## src/aqc_pkg.sv

```systemverilog
// Shared constants and types of the acquisition clock qualifier.
package aqc_pkg;
    // ==========================================================
    // Geometry
    // ==========================================================
    localparam int NPROBE      = 8;
    localparam int NBLK        = 4;
    localparam int BLK_W       = 16;
    localparam int HALF_W      = 8;
    localparam int NCH         = 64;
    localparam int NEXT        = 4;
    localparam int NQW         = 6;
    localparam int QW          = 6;
    localparam int QPIN_LO     = 2;
    localparam int FIFO_DEPTH  = 16;
    // ==========================================================
    // Timing
    // ==========================================================
    localparam int unsigned CLK_PERIOD_NS = 8;
    localparam int unsigned RATE_BASE_NS  = 10;
    localparam int unsigned RATE_STEPS    = 24;
    localparam logic [4:0]  RATE_MIN_NI   = 5'h01;
    localparam logic [4:0]  RATE_MAX      = 5'h17;
    // ==========================================================
    // Edge selection, bit 0 rising and bit 1 falling
    // ==========================================================
    localparam logic [1:0] EDGE_OFF  = 2'h0;
    localparam logic [1:0] EDGE_RISE = 2'h1;
    localparam logic [1:0] EDGE_FALL = 2'h2;
    localparam logic [1:0] EDGE_BOTH = 2'h3;
    localparam int         EDGE_BIT_RISE = 0;
    localparam int         EDGE_BIT_FALL = 1;
    // ==========================================================
    // Types
    // ==========================================================
    typedef struct packed {
        logic [QW-1:0] care;
        logic [QW-1:0] value;
        logic          minus;
    } aqc_qword_s;
    typedef struct packed {
        aqc_qword_s [NQW-1:0] word;
        logic [1:0]           edge_sel;
    } aqc_clkcfg_s;
    typedef struct packed {
        logic [NBLK-1:0] blk_valid;
        logic [NCH-1:0]  data;
    } aqc_sample_s;
    localparam int SAMPLE_W = $bits(aqc_sample_s);
endpackage

```

## src/aqc_top.sv

```systemverilog
// Acquisition clock selection, qualification, glitch latching and sample buffer.
// Functional notes
// - Memory in 16-channel blocks; interlace halves channels, doubles rate and depth.
// - Interlace blocks use internal clock; concurrent non-interlace blocks use external clocks.
// - Combined non-interlace blocks sample on OR of member external clocks.
// - Each external clock: rising, falling, both edges, or disabled.
// - Internal clock is never ORed with any external clock.
// - Internal period in 1-2-5 steps: 20 ns (10 ns interlace) to 500 ms.
// - Six qualifier words per single edge; three word pairs for both edges.
// - Qualifier bit is 1, 0 or X; failed qualification stores no sample.
// - Bits within one qualifier word are ANDed at the same edge.
// - Words are ORed; trailing all-X words are ignored.
// - With both edges, plus words qualify rising, minus words falling.
// - Both clocks of a probe share qualifier pins 2 to 7, own words each.
// - Internal clock is never gated by qualifier inputs.
// - Glitch mode: odd channels hold glitch flags of paired even inputs.
// - Glitch mode only on non-interlace channels.
// - Glitch detector catches asynchronous glitches, also beside edges, externally clocked.
// - Trigger on glitch channels uses the master clock sampling them.
// - External clocks are pins 0 and 1 of clock probes J and K.
// - First master clock is the clock of probes 1 and 2.
`timescale 1ns/10ps
module aqc_fifo #(
    parameter int W     = 8,
    parameter int DEPTH = 16
) (
    input  wire logic         i_clk,
    input  wire logic         i_rst_n,
    input  wire logic         i_ce,
    input  wire logic [W-1:0] i_data,
    input  wire logic         i_valid,
    output logic              o_ready,
    output logic [W-1:0]      o_data,
    output logic              o_valid,
    input  wire logic         i_ready
);
    localparam int AW = $clog2(DEPTH);
    logic [W-1:0] mem [DEPTH];
    logic [AW:0]  wptr_r;
    logic [AW:0]  rptr_r;
    wire          full  = (wptr_r[AW] != rptr_r[AW]) && (wptr_r[AW-1:0] == rptr_r[AW-1:0]);
    wire          empty = (wptr_r == rptr_r);
    wire          push  = i_ce && i_valid && !full;
    wire          pop   = i_ce && i_ready && !empty;
    assign o_ready = !full;
    assign o_valid = !empty;
    assign o_data  = mem[rptr_r[AW-1:0]];

    always_ff @(posedge i_clk) begin
        if (push) begin
            mem[wptr_r[AW-1:0]] <= i_data;
        end
    end
    always_ff @(posedge i_clk or negedge i_rst_n) begin
        if (!i_rst_n) begin
            wptr_r <= '0;
            rptr_r <= '0;
        end else begin
            if (push) wptr_r <= wptr_r + 1'b1;
            if (pop) rptr_r <= rptr_r + 1'b1;
        end
    end
endmodule // aqc_fifo

module aqc_top #(
    parameter int unsigned P_RATE_DIV = 1
) (
    input  wire logic                 I_CLK,
    input  wire logic                 I_RST_N,
    input  wire logic                 I_CE,
    input  wire logic                 I_RUN,
    input  wire logic [63:0]          I_PROBE,
    input  wire logic [7:0]           I_CLK_PROBE_J,
    input  wire logic [7:0]           I_CLK_PROBE_K,
    input  wire logic [3:0]           I_INTERLACE,
    input  wire logic [3:0]           I_INT_SEL,
    input  wire logic [2:0]           I_MERGE,
    input  wire logic [7:0]           I_GLITCH,
    input  wire logic [4:0]           I_RATE_IDX,
    input  wire aqc_pkg::aqc_clkcfg_s I_CLK_CFG [4],
    output aqc_pkg::aqc_sample_s      O_SAMPLE,
    output logic                      O_SAMPLE_VALID,
    input  wire logic                 I_SAMPLE_READY,
    output logic                      O_FIRST_MASTER_CLOCK,
    output logic                      O_OVERRUN
);
    localparam int SW = aqc_pkg::NCH + 16;

    // ==========================================================
    // Input synchronisers
    // ==========================================================
    logic [SW-1:0] meta_r;
    logic [SW-1:0] sync_r;
    logic [SW-1:0] prev_r;
    always_ff @(posedge I_CLK or negedge I_RST_N) begin
        if (!I_RST_N) begin
            meta_r <= '0;
            sync_r <= '0;
            prev_r <= '0;
        end else if (I_CE) begin
            meta_r <= {I_CLK_PROBE_K, I_CLK_PROBE_J, I_PROBE};
            sync_r <= meta_r;
            prev_r <= sync_r;
        end
    end
    wire [63:0] probe   = sync_r[63:0];
    wire [63:0] probe_p = prev_r[63:0];
    wire [7:0]  cpj     = sync_r[71:64];
    wire [7:0]  cpk     = sync_r[79:72];
    wire [7:0]  cpj_p   = prev_r[71:64];
    wire [7:0]  cpk_p   = prev_r[79:72];

    // ==========================================================
    // Configuration, captured while stopped
    // ==========================================================
    logic [3:0]           il_r;
    logic [3:0]           isel_r;
    logic [2:0]           merge_r;
    logic [7:0]           gl_r;
    logic [4:0]           rate_r;
    aqc_pkg::aqc_clkcfg_s ccfg_r [4];
    always_ff @(posedge I_CLK or negedge I_RST_N) begin
        if (!I_RST_N) begin
            il_r    <= '0;
            isel_r  <= '0;
            merge_r <= '0;
            gl_r    <= '0;
            rate_r  <= '0;
            ccfg_r  <= '{default: '0};
        end else if (I_CE && !I_RUN) begin
            il_r    <= I_INTERLACE;
            isel_r  <= I_INT_SEL;
            merge_r <= I_MERGE;
            gl_r    <= I_GLITCH;
            rate_r  <= I_RATE_IDX;
            ccfg_r  <= I_CLK_CFG;
        end
    end

    // ==========================================================
    // Internal sample clock
    // ==========================================================
    function automatic logic [31:0] rate_cycles(input logic [4:0] idx);
        int unsigned ns;
        int unsigned cyc;
        ns = aqc_pkg::RATE_BASE_NS;
        for (int d = 0; d < 8; d++) begin
            if (int'(idx) / 3 > d) ns = ns * 10;
        end
        if (int'(idx) % 3 == 1) ns = ns * 2;
        if (int'(idx) % 3 == 2) ns = ns * 5;
        cyc = ns / aqc_pkg::CLK_PERIOD_NS / P_RATE_DIV;
        if (cyc == 0) cyc = 1;
        return 32'(cyc);
    endfunction
    // Only interlace may reach the fastest step.
    wire [4:0] rate_lo  = (|il_r) ? 5'h00 : aqc_pkg::RATE_MIN_NI;
    wire [4:0] rate_hi  = (rate_r > aqc_pkg::RATE_MAX) ? aqc_pkg::RATE_MAX : rate_r;
    wire [4:0] rate_eff = (rate_hi < rate_lo) ? rate_lo : rate_hi;
    wire [31:0] rate_lim = rate_cycles(rate_eff) - 32'h0000_0001;
    logic [31:0] icnt_r;
    wire         int_tick = I_RUN && (icnt_r == 32'h0000_0000);
    always_ff @(posedge I_CLK or negedge I_RST_N) begin
        if (!I_RST_N) icnt_r <= '0;
        else if (I_CE) icnt_r <= (!I_RUN || int_tick) ? rate_lim : icnt_r - 32'h0000_0001;
    end

    // ==========================================================
    // External clocks and qualifiers
    // ==========================================================
    function automatic logic qual_ok(input aqc_pkg::aqc_clkcfg_s cfg,
                                     input logic [5:0] q, input logic fall);
        logic later;
        logic any_v;
        logic hit;
        logic both;
        logic live;
        later = 1'b0;
        any_v = 1'b0;
        hit   = 1'b0;
        both  = (cfg.edge_sel == aqc_pkg::EDGE_BOTH);
        for (int w = aqc_pkg::NQW - 1; w >= 0; w--) begin
            live  = (|cfg.word[w].care) || later;
            later = live;
            if (live && (!both || (cfg.word[w].minus == fall))) begin
                any_v = 1'b1;
                if ((~(q ^ cfg.word[w].value) & cfg.word[w].care) == cfg.word[w].care) begin
                    hit = 1'b1;
                end
            end
        end
        return hit || !any_v;
    endfunction

    wire clock_probe_j_pin0 = cpj[0];
    wire clock_probe_j_pin1 = cpj[1];
    wire clock_probe_k_pin0 = cpk[0];
    wire clock_probe_k_pin1 = cpk[1];
    wire [3:0] ext_now  = {clock_probe_k_pin1, clock_probe_k_pin0,
                           clock_probe_j_pin1, clock_probe_j_pin0};
    wire [3:0] ext_past = {cpk_p[1], cpk_p[0], cpj_p[1], cpj_p[0]};
    logic [3:0] ext_ev;
    for (genvar c = 0; c < aqc_pkg::NEXT; c++) begin : g_ext
        // Shared qualifier pins; synchronised alongside the clock so they line up.
        wire [5:0] q = (c < 2) ? cpj[7:aqc_pkg::QPIN_LO] : cpk[7:aqc_pkg::QPIN_LO];
        wire rise = ext_now[c] && !ext_past[c];
        wire fall = !ext_now[c] && ext_past[c];
        assign ext_ev[c] = I_RUN && (
            (rise && ccfg_r[c].edge_sel[aqc_pkg::EDGE_BIT_RISE] && qual_ok(ccfg_r[c], q, 1'b0)) ||
            (fall && ccfg_r[c].edge_sel[aqc_pkg::EDGE_BIT_FALL] && qual_ok(ccfg_r[c], q, 1'b1)));
    end

    // ==========================================================
    // Block clock selection and grouping
    // ==========================================================
    wire [3:0] use_int = il_r | (isel_r & {4{~|il_r}});
    wire [2:0] mrg     = merge_r & ~il_r[2:0] & ~il_r[3:1];
    logic [1:0] lead [4];
    logic [3:0] blk_ev;
    always_comb begin
        lead[0] = 2'h0;
        for (int b = 1; b < aqc_pkg::NBLK; b++) begin
            lead[b] = mrg[b-1] ? lead[b-1] : 2'(b);
        end
        for (int b = 0; b < aqc_pkg::NBLK; b++) begin
            blk_ev[b] = 1'b0;
            for (int c = 0; c < aqc_pkg::NBLK; c++) begin
                if (lead[c] == lead[b]) blk_ev[b] = blk_ev[b] | ext_ev[c];
            end
            // A group follows its lead; internal and external are never mixed.
            if (use_int[lead[b]]) blk_ev[b] = int_tick;
        end
    end

    // ==========================================================
    // Glitch latching and sample assembly
    // ==========================================================
    wire        fifo_rdy;
    logic [1:0] tog_r [32];
    logic [7:0] lo_r  [4];
    logic [3:0] half_r;
    logic [3:0] emit;
    logic [63:0] word;
    logic [31:0] glitch;
    wire  [7:0] gl_eff;
    for (genvar p = 0; p < aqc_pkg::NPROBE; p++) begin : g_gl
        assign gl_eff[p] = gl_r[p] && !il_r[p/2] && !use_int[lead[p/2]];
    end
    for (genvar e = 0; e < 32; e++) begin : g_tog
        wire tr = probe[2*e] ^ probe_p[2*e];
        // Two or more transitions between samples are a glitch, even beside an edge.
        assign glitch[e] = (tog_r[e] + {1'b0, tr}) >= 2'h2;
        always_ff @(posedge I_CLK or negedge I_RST_N) begin
            if (!I_RST_N) tog_r[e] <= '0;
            else if (I_CE) begin
                if (blk_ev[e/8] && fifo_rdy) tog_r[e] <= {1'b0, tr};
                else if (tr && tog_r[e] != 2'h2) tog_r[e] <= tog_r[e] + 2'h1;
            end
        end
    end
    always_comb begin
        for (int b = 0; b < aqc_pkg::NBLK; b++) begin
            word[b*16 +: 16] = probe[b*16 +: 16];
            for (int k = 0; k < 16; k += 2) begin
                if (gl_eff[(b*16+k)/8]) word[b*16+k+1] = glitch[(b*16+k)/2];
            end
            if (il_r[b]) word[b*16 +: 16] = {probe[b*16 +: 8], lo_r[b]};
            emit[b] = blk_ev[b] && (!il_r[b] || half_r[b]);
        end
    end
    always_ff @(posedge I_CLK or negedge I_RST_N) begin
        if (!I_RST_N) begin
            half_r <= '0;
            lo_r   <= '{default: '0};
        end else if (I_CE) begin
            for (int b = 0; b < aqc_pkg::NBLK; b++) begin
                if (!I_RUN) half_r[b] <= 1'b0;
                else if (blk_ev[b] && il_r[b] && fifo_rdy) begin
                    half_r[b] <= !half_r[b];
                    if (!half_r[b]) lo_r[b] <= probe[b*16 +: 8];
                end
            end
        end
    end

    // ==========================================================
    // Master clock, overrun and buffer
    // ==========================================================
    always_ff @(posedge I_CLK or negedge I_RST_N) begin
        if (!I_RST_N) begin
            O_FIRST_MASTER_CLOCK <= 1'b0;
            O_OVERRUN            <= 1'b0;
        end else if (I_CE) begin
            O_FIRST_MASTER_CLOCK <= blk_ev[0];
            if (!I_RUN) O_OVERRUN <= 1'b0;
            else if ((|emit) && !fifo_rdy) O_OVERRUN <= 1'b1;
        end
    end
    aqc_fifo #(.W(aqc_pkg::SAMPLE_W), .DEPTH(aqc_pkg::FIFO_DEPTH)) u_fifo (
        .i_clk   (I_CLK),
        .i_rst_n (I_RST_N),
        .i_ce    (I_CE),
        .i_data  ({emit, word}),
        .i_valid (|emit),
        .o_ready (fifo_rdy),
        .o_data  (O_SAMPLE),
        .o_valid (O_SAMPLE_VALID),
        .i_ready (I_SAMPLE_READY)
    );
endmodule // aqc_top

```

## config.mk

```make
export PLATFORM = sky130hd
export DESIGN_NAME = aqc_top
export DESIGN_NICKNAME = d
export VERILOG_FILES = /design/src/aqc_pkg.sv /design/src/aqc_top.sv
export SDC_FILE = /design/constraint.sdc
export NUM_CORES = 2
export LEC_CHECK = 0
export CAP_MARGIN = 20
export CELL_PAD_IN_SITES_DETAIL_PLACEMENT = 1
export CELL_PAD_IN_SITES_GLOBAL_PLACEMENT = 1
export CORE_ASPECT_RATIO = 1.2
export CORE_MARGIN = 3
export CORE_UTILIZATION = 53
export DETAILED_ROUTE_END_ITERATION = 8
export DONT_BUFFER_PORTS = 1
export GPL_ROUTABILITY_DRIVEN = 0
export PLACE_DENSITY_LB_ADDON = 0.1
export SYNTH_ARGS = -nofsm -noshare
export SYNTH_HDL_FRONTEND = slang
export SYNTH_HIERARCHICAL = 1
export SYNTH_SLANG_ARGS = --single-unit
```

## constraint.sdc

```tcl
create_clock -name I_CLK -period 52 [get_ports I_CLK]
set_input_delay 2.6 -clock I_CLK [delete_from_list [all_inputs] [get_ports I_CLK]]
set_output_delay 2.6 -clock I_CLK [all_outputs]
set_load 0.01 [all_outputs]
```

Word level (Yosys, flattened, before mapping)
Memories as Yosys holds them, arrays and structs flattened.
Index checks and enable logic that the tools add are counted.
{"block": "word_totals", "inputBits": 429, "latchBits": 0, "reg_bits": 722, "output_inout_bits": 71, "ramBits": 1088, "rom_bits": 0, "mem_count": 1}
{"block": "op_classes", "addsub": 68, "eq_ne": 76, "bitwise": 150, "mux": 292, "n_reduce_logical": 373, "n_div": 2, "order_cmp": 45, "shift": 0, "multipliers": 8}
{"memory": "u_fifo.mem", "depth": 16, "width": 68, "rd": 1, "rd_ports_with_merged_regs": 0, "write_ports": 1, "line_no": "aqc_top.sv:38", "text": "logic [W-1:0] mem [DEPTH];"}
{"op": "$mux 32", "count": 10}
{"op": "$mul 32x3->31 const B", "count": 7}
{"op": "$mux 1", "count": 205}
{"op": "$logic_and 1x1->1", "count": 148}
{"op": "$and 6x6->6", "count": 24}
{"op": "$eq 6x6->1", "count": 24}
{"op": "$not 6->6", "count": 24}
{"op": "$reduce_or 6->1", "count": 24}
{"op": "$xor 6x6->6", "count": 24}
{"op": "$mux 2", "count": 66}
{"op": "$gt 32x4->1 const B", "count": 4}
{"op": "$logic_or 1x1->1", "count": 85}
{"op": "$reduce_and 2->1", "count": 37}
{"op": "$add 2x1->2", "count": 32}
{"op": "$add 2x1->2 const B", "count": 32}
{"op": "$ge 2x2->1 const B", "count": 32}
{"op": "$gt 32x3->1 const B", "count": 2}
{"op": "$logic_not 32->1", "count": 2}
{"op": "$mux 16", "count": 4}
{"op": "$ne 2x2->1 const B", "count": 32}
{"op": "$reduce_bool 2->1", "count": 32}
{"op": "$sub 32x1->32 const B", "count": 2}
{"op": "$logic_not 1->1", "count": 36}
{"op": "$div 6x3->32 const B", "count": 1}
{"op": "other kinds (33)", "count": 125}

Depth between registers and ports, before layout
{"block": "depth", "depth_word": 33, "mapped_depth": 82, "ltp_nobuf": 78}

Cells and area by module
Netlist, hierarchy kept.
{"module": "aqc_top", "cells_each": 4058, "instances": 1, "area_each_um2": 41637.4, "seq_area_each_um2": 16866.2}
{"module": "aqc_fifo", "cells_each": 1744, "instances": 1, "area_each_um2": 41350.9, "seq_area_each_um2": 32921.6}

Least setup slack after synthesis
Ideal clock, no wire load.
{"block": "synth_timing", "kind": "register to register", "start": "reg rate_r[4]", "end": "reg icnt_r[30]", "n_path_buf": 6, "setup_time_ns": 0.124, "path_stages_with_launch": 75, "required_time_ns": 51.876, "t_arrival_ns": 16.466, "setup_slack_ns": 35.410, "path_cell_list": "dfrtp_1 -> buf_2 -> clkbuf_1 -> nor2_1 -> ha_1 -> or3b_1 -> o22a_1 -> nor3_2 -> xnor2_1 -> inv_1 -> ha_1 -> a311o_1 -> nor4_1 -> o211ai_1 -> nor2_1 -> nand2_1 -> ha_1 -> clkbuf_1 -> [... 39 more ...] -> a221oi_1 -> o31ai_1 -> o211ai_1 -> a31oi_1 -> nor4b_1 -> and4b_1 -> clkbuf_1 -> nand2_1 -> a31o_2 -> ha_1 -> nand3_1 -> or4_1 -> clkbuf_1 -> or2_1 -> buf_2 -> or3_4 -> o311a_1 -> a211o_1"}
{"block": "synth_via", "elab_chain_len": 28, "word_cells_on_any_way": 38, "classes_between": "add/sub (1); mul (8); div (2); order compare (10); eq/ne (2); mux (14); reduce/logical (1)"}
{"item": "start: declaration", "line_no": "aqc_top.sv:120", "text": "logic [4:0] rate_r;"}
{"item": "start signal: assignment", "line_no": "aqc_top.sv:128", "text": "rate_r <= '0;"}
{"item": "start signal: assignment", "line_no": "aqc_top.sv:135", "text": "rate_r <= I_RATE_IDX;"}
{"item": "$gt 5x5->1", "line_no": "aqc_top.sv:158", "text": "wire [4:0] rate_hi = (rate_r > aqc_pkg::RATE_MAX) ? aqc_pkg::RATE_MAX : rate_r;"}
{"item": "$mux 5 (*)", "line_no": "aqc_top.sv:158"}
{"item": "$lt 5x1->1", "line_no": "aqc_top.sv:159", "text": "wire [4:0] rate_eff = (rate_hi < rate_lo) ? rate_lo : rate_hi;"}
{"item": "$mux 5 (*)", "line_no": "aqc_top.sv:159"}
{"item": "$div 6x3->32", "line_no": "aqc_top.sv:148", "text": "if (int'(idx) / 3 > d) ns = ns * 10;"}
{"item": "$gt 32x1->1", "line_no": "aqc_top.sv:148"}
{"item": "$mux 7", "line_no": "aqc_top.sv:148"}
{"item": "$mul 32x3->31", "line_no": "aqc_top.sv:148"}
{"item": "[... 12 more ...]"}
{"item": "$mux 32", "line_no": "aqc_top.sv:148"}
{"item": "$mux 32", "line_no": "aqc_top.sv:150", "text": "if (int'(idx) % 3 == 1) ns = ns * 2;"}
{"item": "$mul 32x3->32", "line_no": "aqc_top.sv:151", "text": "if (int'(idx) % 3 == 2) ns = ns * 5;"}
{"item": "$mux 32 (*)", "line_no": "aqc_top.sv:151"}
{"item": "$logic_not 32->1", "line_no": "aqc_top.sv:153", "text": "if (cyc == 0) cyc = 1;"}
{"item": "$mux 29 (*)", "line_no": "aqc_top.sv:153"}
{"item": "$sub 32x1->32 (*)", "line_no": "aqc_top.sv:160", "text": "wire [31:0] rate_lim = rate_cycles(rate_eff) - 32'h0000_0001;"}
{"item": "$mux 32 (*)", "line_no": "aqc_top.sv:165", "text": "else if (I_CE) icnt_r <= (!I_RUN || int_tick) ? rate_lim : icnt_r - 32'h0000_0001;"}
{"item": "end signal: assignment", "line_no": "aqc_top.sv:165"}
{"item": "end: declaration", "line_no": "aqc_top.sv:161", "text": "logic [31:0] icnt_r;"}
Mark *: on every way between the ends. The rest lies on a longest branch, timed or not.
A chain may end at the register's enable or synchronous reset.

Worst setup path after layout
Same ends and word-level chain as after synthesis.

==> flow_metrics.py <==
metrics = {
    "layout": {
        "fin_util_pct": 59.00,
        "seq_area_mm2": 0.04980,
        "layoutNonFillerInstCount": 8061,
        "syn_to_final_growth_pct": 10.19,
        "multiInputGateArea_mm2": 0.03163,
        "final_nets": 6468,
        "fill_cells": 14667,
        "drive_gt1_share_pct": 22.50,
    },
    "power_and_ir_drop": {
        "powerDensity_mw_per_mm2": 74.14,
        "peakVddDrop_mv": 0.1486,
        "p_sw_uw": 2889,
        "p_leak_uw": 0.03403,
        "total_power_uw": 6779,
        "comb_power_share_pct": 53.0,
        "p_int_uw": 3890,
        "seqPwrFrac_pct": 27.8,
        "p_sw_share_pct": 42.62,
        "pwr-share-clk_pct": 19.2,
    },
    "setup_path": {
        "endpoint_kind": "flop",
        "cp.arrival_ns": 20.89,
        "slowest_delay_ns": 0.80,
        "cp.required_ns": 52.67,
        "worst_path_max_delay_cell": "dfrtp_1",
        "path_class": "reg -> reg",
        "cp_max_fo": 23,
        "critPathLaunchType": "flop",
        "crit_top_cell": "ha_1",
    },
    "die": {
        "io_pins": 500,
        "dieArea_mm2": 0.1614,
        "row_count": 158,
        "coreArea_mm2": 0.1550,
        "initial_utilization_pct": 53.54,
        "die_h_um": 439.5,
        "dieWidth_um": 367.2,
    },
    "place": {
        "dp_hpwl_um": 157700,
        "dp_cells": 7706,
        "io_buffer_count": 0,
    },
    "yosys": {
        "ys_ff_latch": 1772,
        "postSynthAreaPerCell_um2": 14.30,
        "yosys-top-cells-area": "edfxtp_1 39%, dfrtp_1 21%, mux2_2 8.2%, mux4_2 7.4%, ha_1 3.4%",
        "yosysTopAreaCellShare_pct": 39.37,
        "yosysWarnings": 6,
        "ys_top_cells_by_count": "1088 x edfxtp_1, 684 x dfrtp_1, 601 x mux2_2",
        "async_reset_ff_share_pct": 38.60,
        "syn_inst": 5802,
        "ys_seq_area_share_pct": 59.99,
        "synth_edf_count": 1088,
        "synthFlopType": "edfxtp_1",
        "netlist_area_mm2": 0.08299,
        "yosysMostFrequentCell": "edfxtp_1",
        "yosysTopAreaCell": "edfxtp_1",
        "yosysUniqueCellTypes": 96,
    },
    "hold_path": {
        "hold_path.class": "reg -> reg",
    },
    "detailed_routing": {
        "firstDrtPassIters": 5,
        "drc": 0,
        "first_iter_violations": 4789,
        "vias": 51403,
        "via_per_inst": 6.377,
        "drt_wl_total_um": 239900,
        "antenna_left": 0,
        "wl_per_cell_um": 29.76,
    },
    "sta": {
        "max_slew.worst_pin.slew_ns": 1.468,
        "setup_viol": 0,
        "slew_headroom_pct": 2.121,
        "period_minus_slack_ns": 20.22,
        "rsz0062_at_grt": "false",
        "fmax_mhz": 49.46,
        "finalMaxSlewViolations": 0,
        "period_share_pct": 38.88,
        "holdWs_ns": 0.4988,
        "finClkSkew_ns": 0.06082,
        "final-hold-violation-count": 0,
        "final.setup.tns_ns": 0,
    },
    "clocking": {
        "cts_tree": "yes",
        "clk_path_buf_depth": 3,
        "cts_setup_buffers": 0,
        "root_buffer": "clkbuf_16",
        "post_cts_resized": 0,
        "numCtsBuffers": 175,
        "ctsHoldBuffers": 0,
        "clock_latency_ns": 0.84,
        "cts.clk_slew.worst_paths_ns": 0.06,
        "clock_sinks": 1772,
        "h-tree-depth": 4,
    },
    "grt": {
        "overflow": 0,
        "grt_pass1_vias": 55143,
        "grt_first_pass_wirelength_um": 357500,
        "antenna_found_initial": 84,
        "grt_usage_pct": 29.53,
        "grt_max_degree": 685,
    },
    "flow_run": {
        "drv_cap": 0,
    },
    "run_status": {
        "status": "completed",
    },
}
layout by cell type, fill, tap and decap left out, drive strengths merged, types with 31 or more instances in the layout:
master	instances
edfxtp	1088
dfrtp	684
mux2	601
nand2	336
nor2	280
mux4	272
clkbuf	233
a22oi	232
ha	224
o21ai	214
xor2	196
a21oi	188
inv	145
buf	119
xnor2	85
nor3	73
nand3	60
a21o	58
a211oi	50
nand2b	47
nor4	46
clkinv	46
diode	39
a31oi	37
o21bai	36
o21a	31
o211ai	31
state kept, by name (all words and copies together), names as in the netlist, 5 cells and up:
register	count
gl_r	8
prev_r	36
tog_r	64
sync_r	80
ccfg_r	320
icnt_r	32
lo_r	32
meta_r	80
rate_r	5
u_fifo/wptr_r	5
u_fifo/mem	1088
u_fifo/rptr_r	5
power by group through the flow:
stage | registers [uW] | clock network (uW) | logic (uW)
6_report | 1890 | 1300 | 3590
5_1_grt | 1910 | 1380 | 3940
4_1_cts | 1890 | 1330 | 3570
2_1_floorplan | 1840 | 0 | 2630
3_5_place_dp | 1910 | 0 | 3550
3_3_place_gp | 1900 | 0 | 3460
area by class of cell:
cell class / instances / area share (%)
Antenna cell: 39 / 0.1067
Inverter: 135 / 0.5542
Sequential cell: 1772 / 54.46
Clock buffer: 233 / 5.316
Clock inverter: 77 / 1.130
Timing Repair Buffer: 119 / 0.9961
Multi-Input combinational cell: 3606 / 34.59
Tap cell: 2080 / 2.846
worst max-delay path: cells and delay by family, from the launching register on:
| kind | cells | cell delay (ns) |
|---|---|---|
| AO/OA/AOI/OAI | 23 | 7.28 |
| AND/OR/NAND/NOR | 25 | 5.88 |
| adder cells (fa/ha/maj) | 14 | 5.19 |
| flip-flops | 1 | 0.80 |
| XOR/XNOR | 3 | 0.69 |
| buffers and inverters | 2 | 0.17 |
cell families (layout without fill, tap and decap cells):
| logic type | after synthesis | in the layout | share of synthesized area [%] |
|---|---|---|---|
| fa+ha+maj | 230 | 230 | 3.522 |
| xor+xnor | 281 | 281 | 2.966 |
| other cells | 1 | 43 | 0.004519 |
| simple gates | 1049 | 1049 | 6.011 |
| compound gates | 1140 | 1140 | 9.455 |
| flops | 1772 | 1772 | 59.99 |
| mux | 902 | 902 | 15.89 |
| buf+inv | 427 | 564 | 2.162 |
layer usage:
metal	global-route usage, %	vias up	share of wire, %
met5	0	-	0.16
met4	12.86	52	4.4
met3	6.265	538	6.4
met2	51.80	1656	52
met1	35.17	26716	37
li1	-	22441	-
final timing paths:
kind	start	depth (start not counted)	end	slack, ns
hold reg to reg	meta_r[6]$_DFFE_PN0P_	1	sync_r[6]$_DFFE_PN0P_	0.50
min in group asynchronous	I_RST_N	0	meta_r[44]$_DFFE_PN0P_	1.47
max in group asynchronous	I_RST_N	0	ccfg_r[52]$_DFFE_PN0P_	49.32
setup / recovery	rate_r[4]$_DFFE_PN0P_	67	icnt_r[30]$_DFFE_PN0P_	31.78
hold / removal	meta_r[6]$_DFFE_PN0P_	1	sync_r[6]$_DFFE_PN0P_	0.50
setup reg to reg	rate_r[4]$_DFFE_PN0P_	67	icnt_r[30]$_DFFE_PN0P_	31.78
metrics by stage:
| step | setup WS, ns | area, um^2 |
|---|---|---|
| finish | 31.78 | 91440 |
| global route | 30.35 | 91400 |
| CTS | 31.97 | 91290 |
| detailed placement | 32.11 | 85400 |
| global placement | 32.76 | 85380 |
| floorplan | 35.41 | 83000 |
No activity file was read; power rests on OpenSTA's default activity.
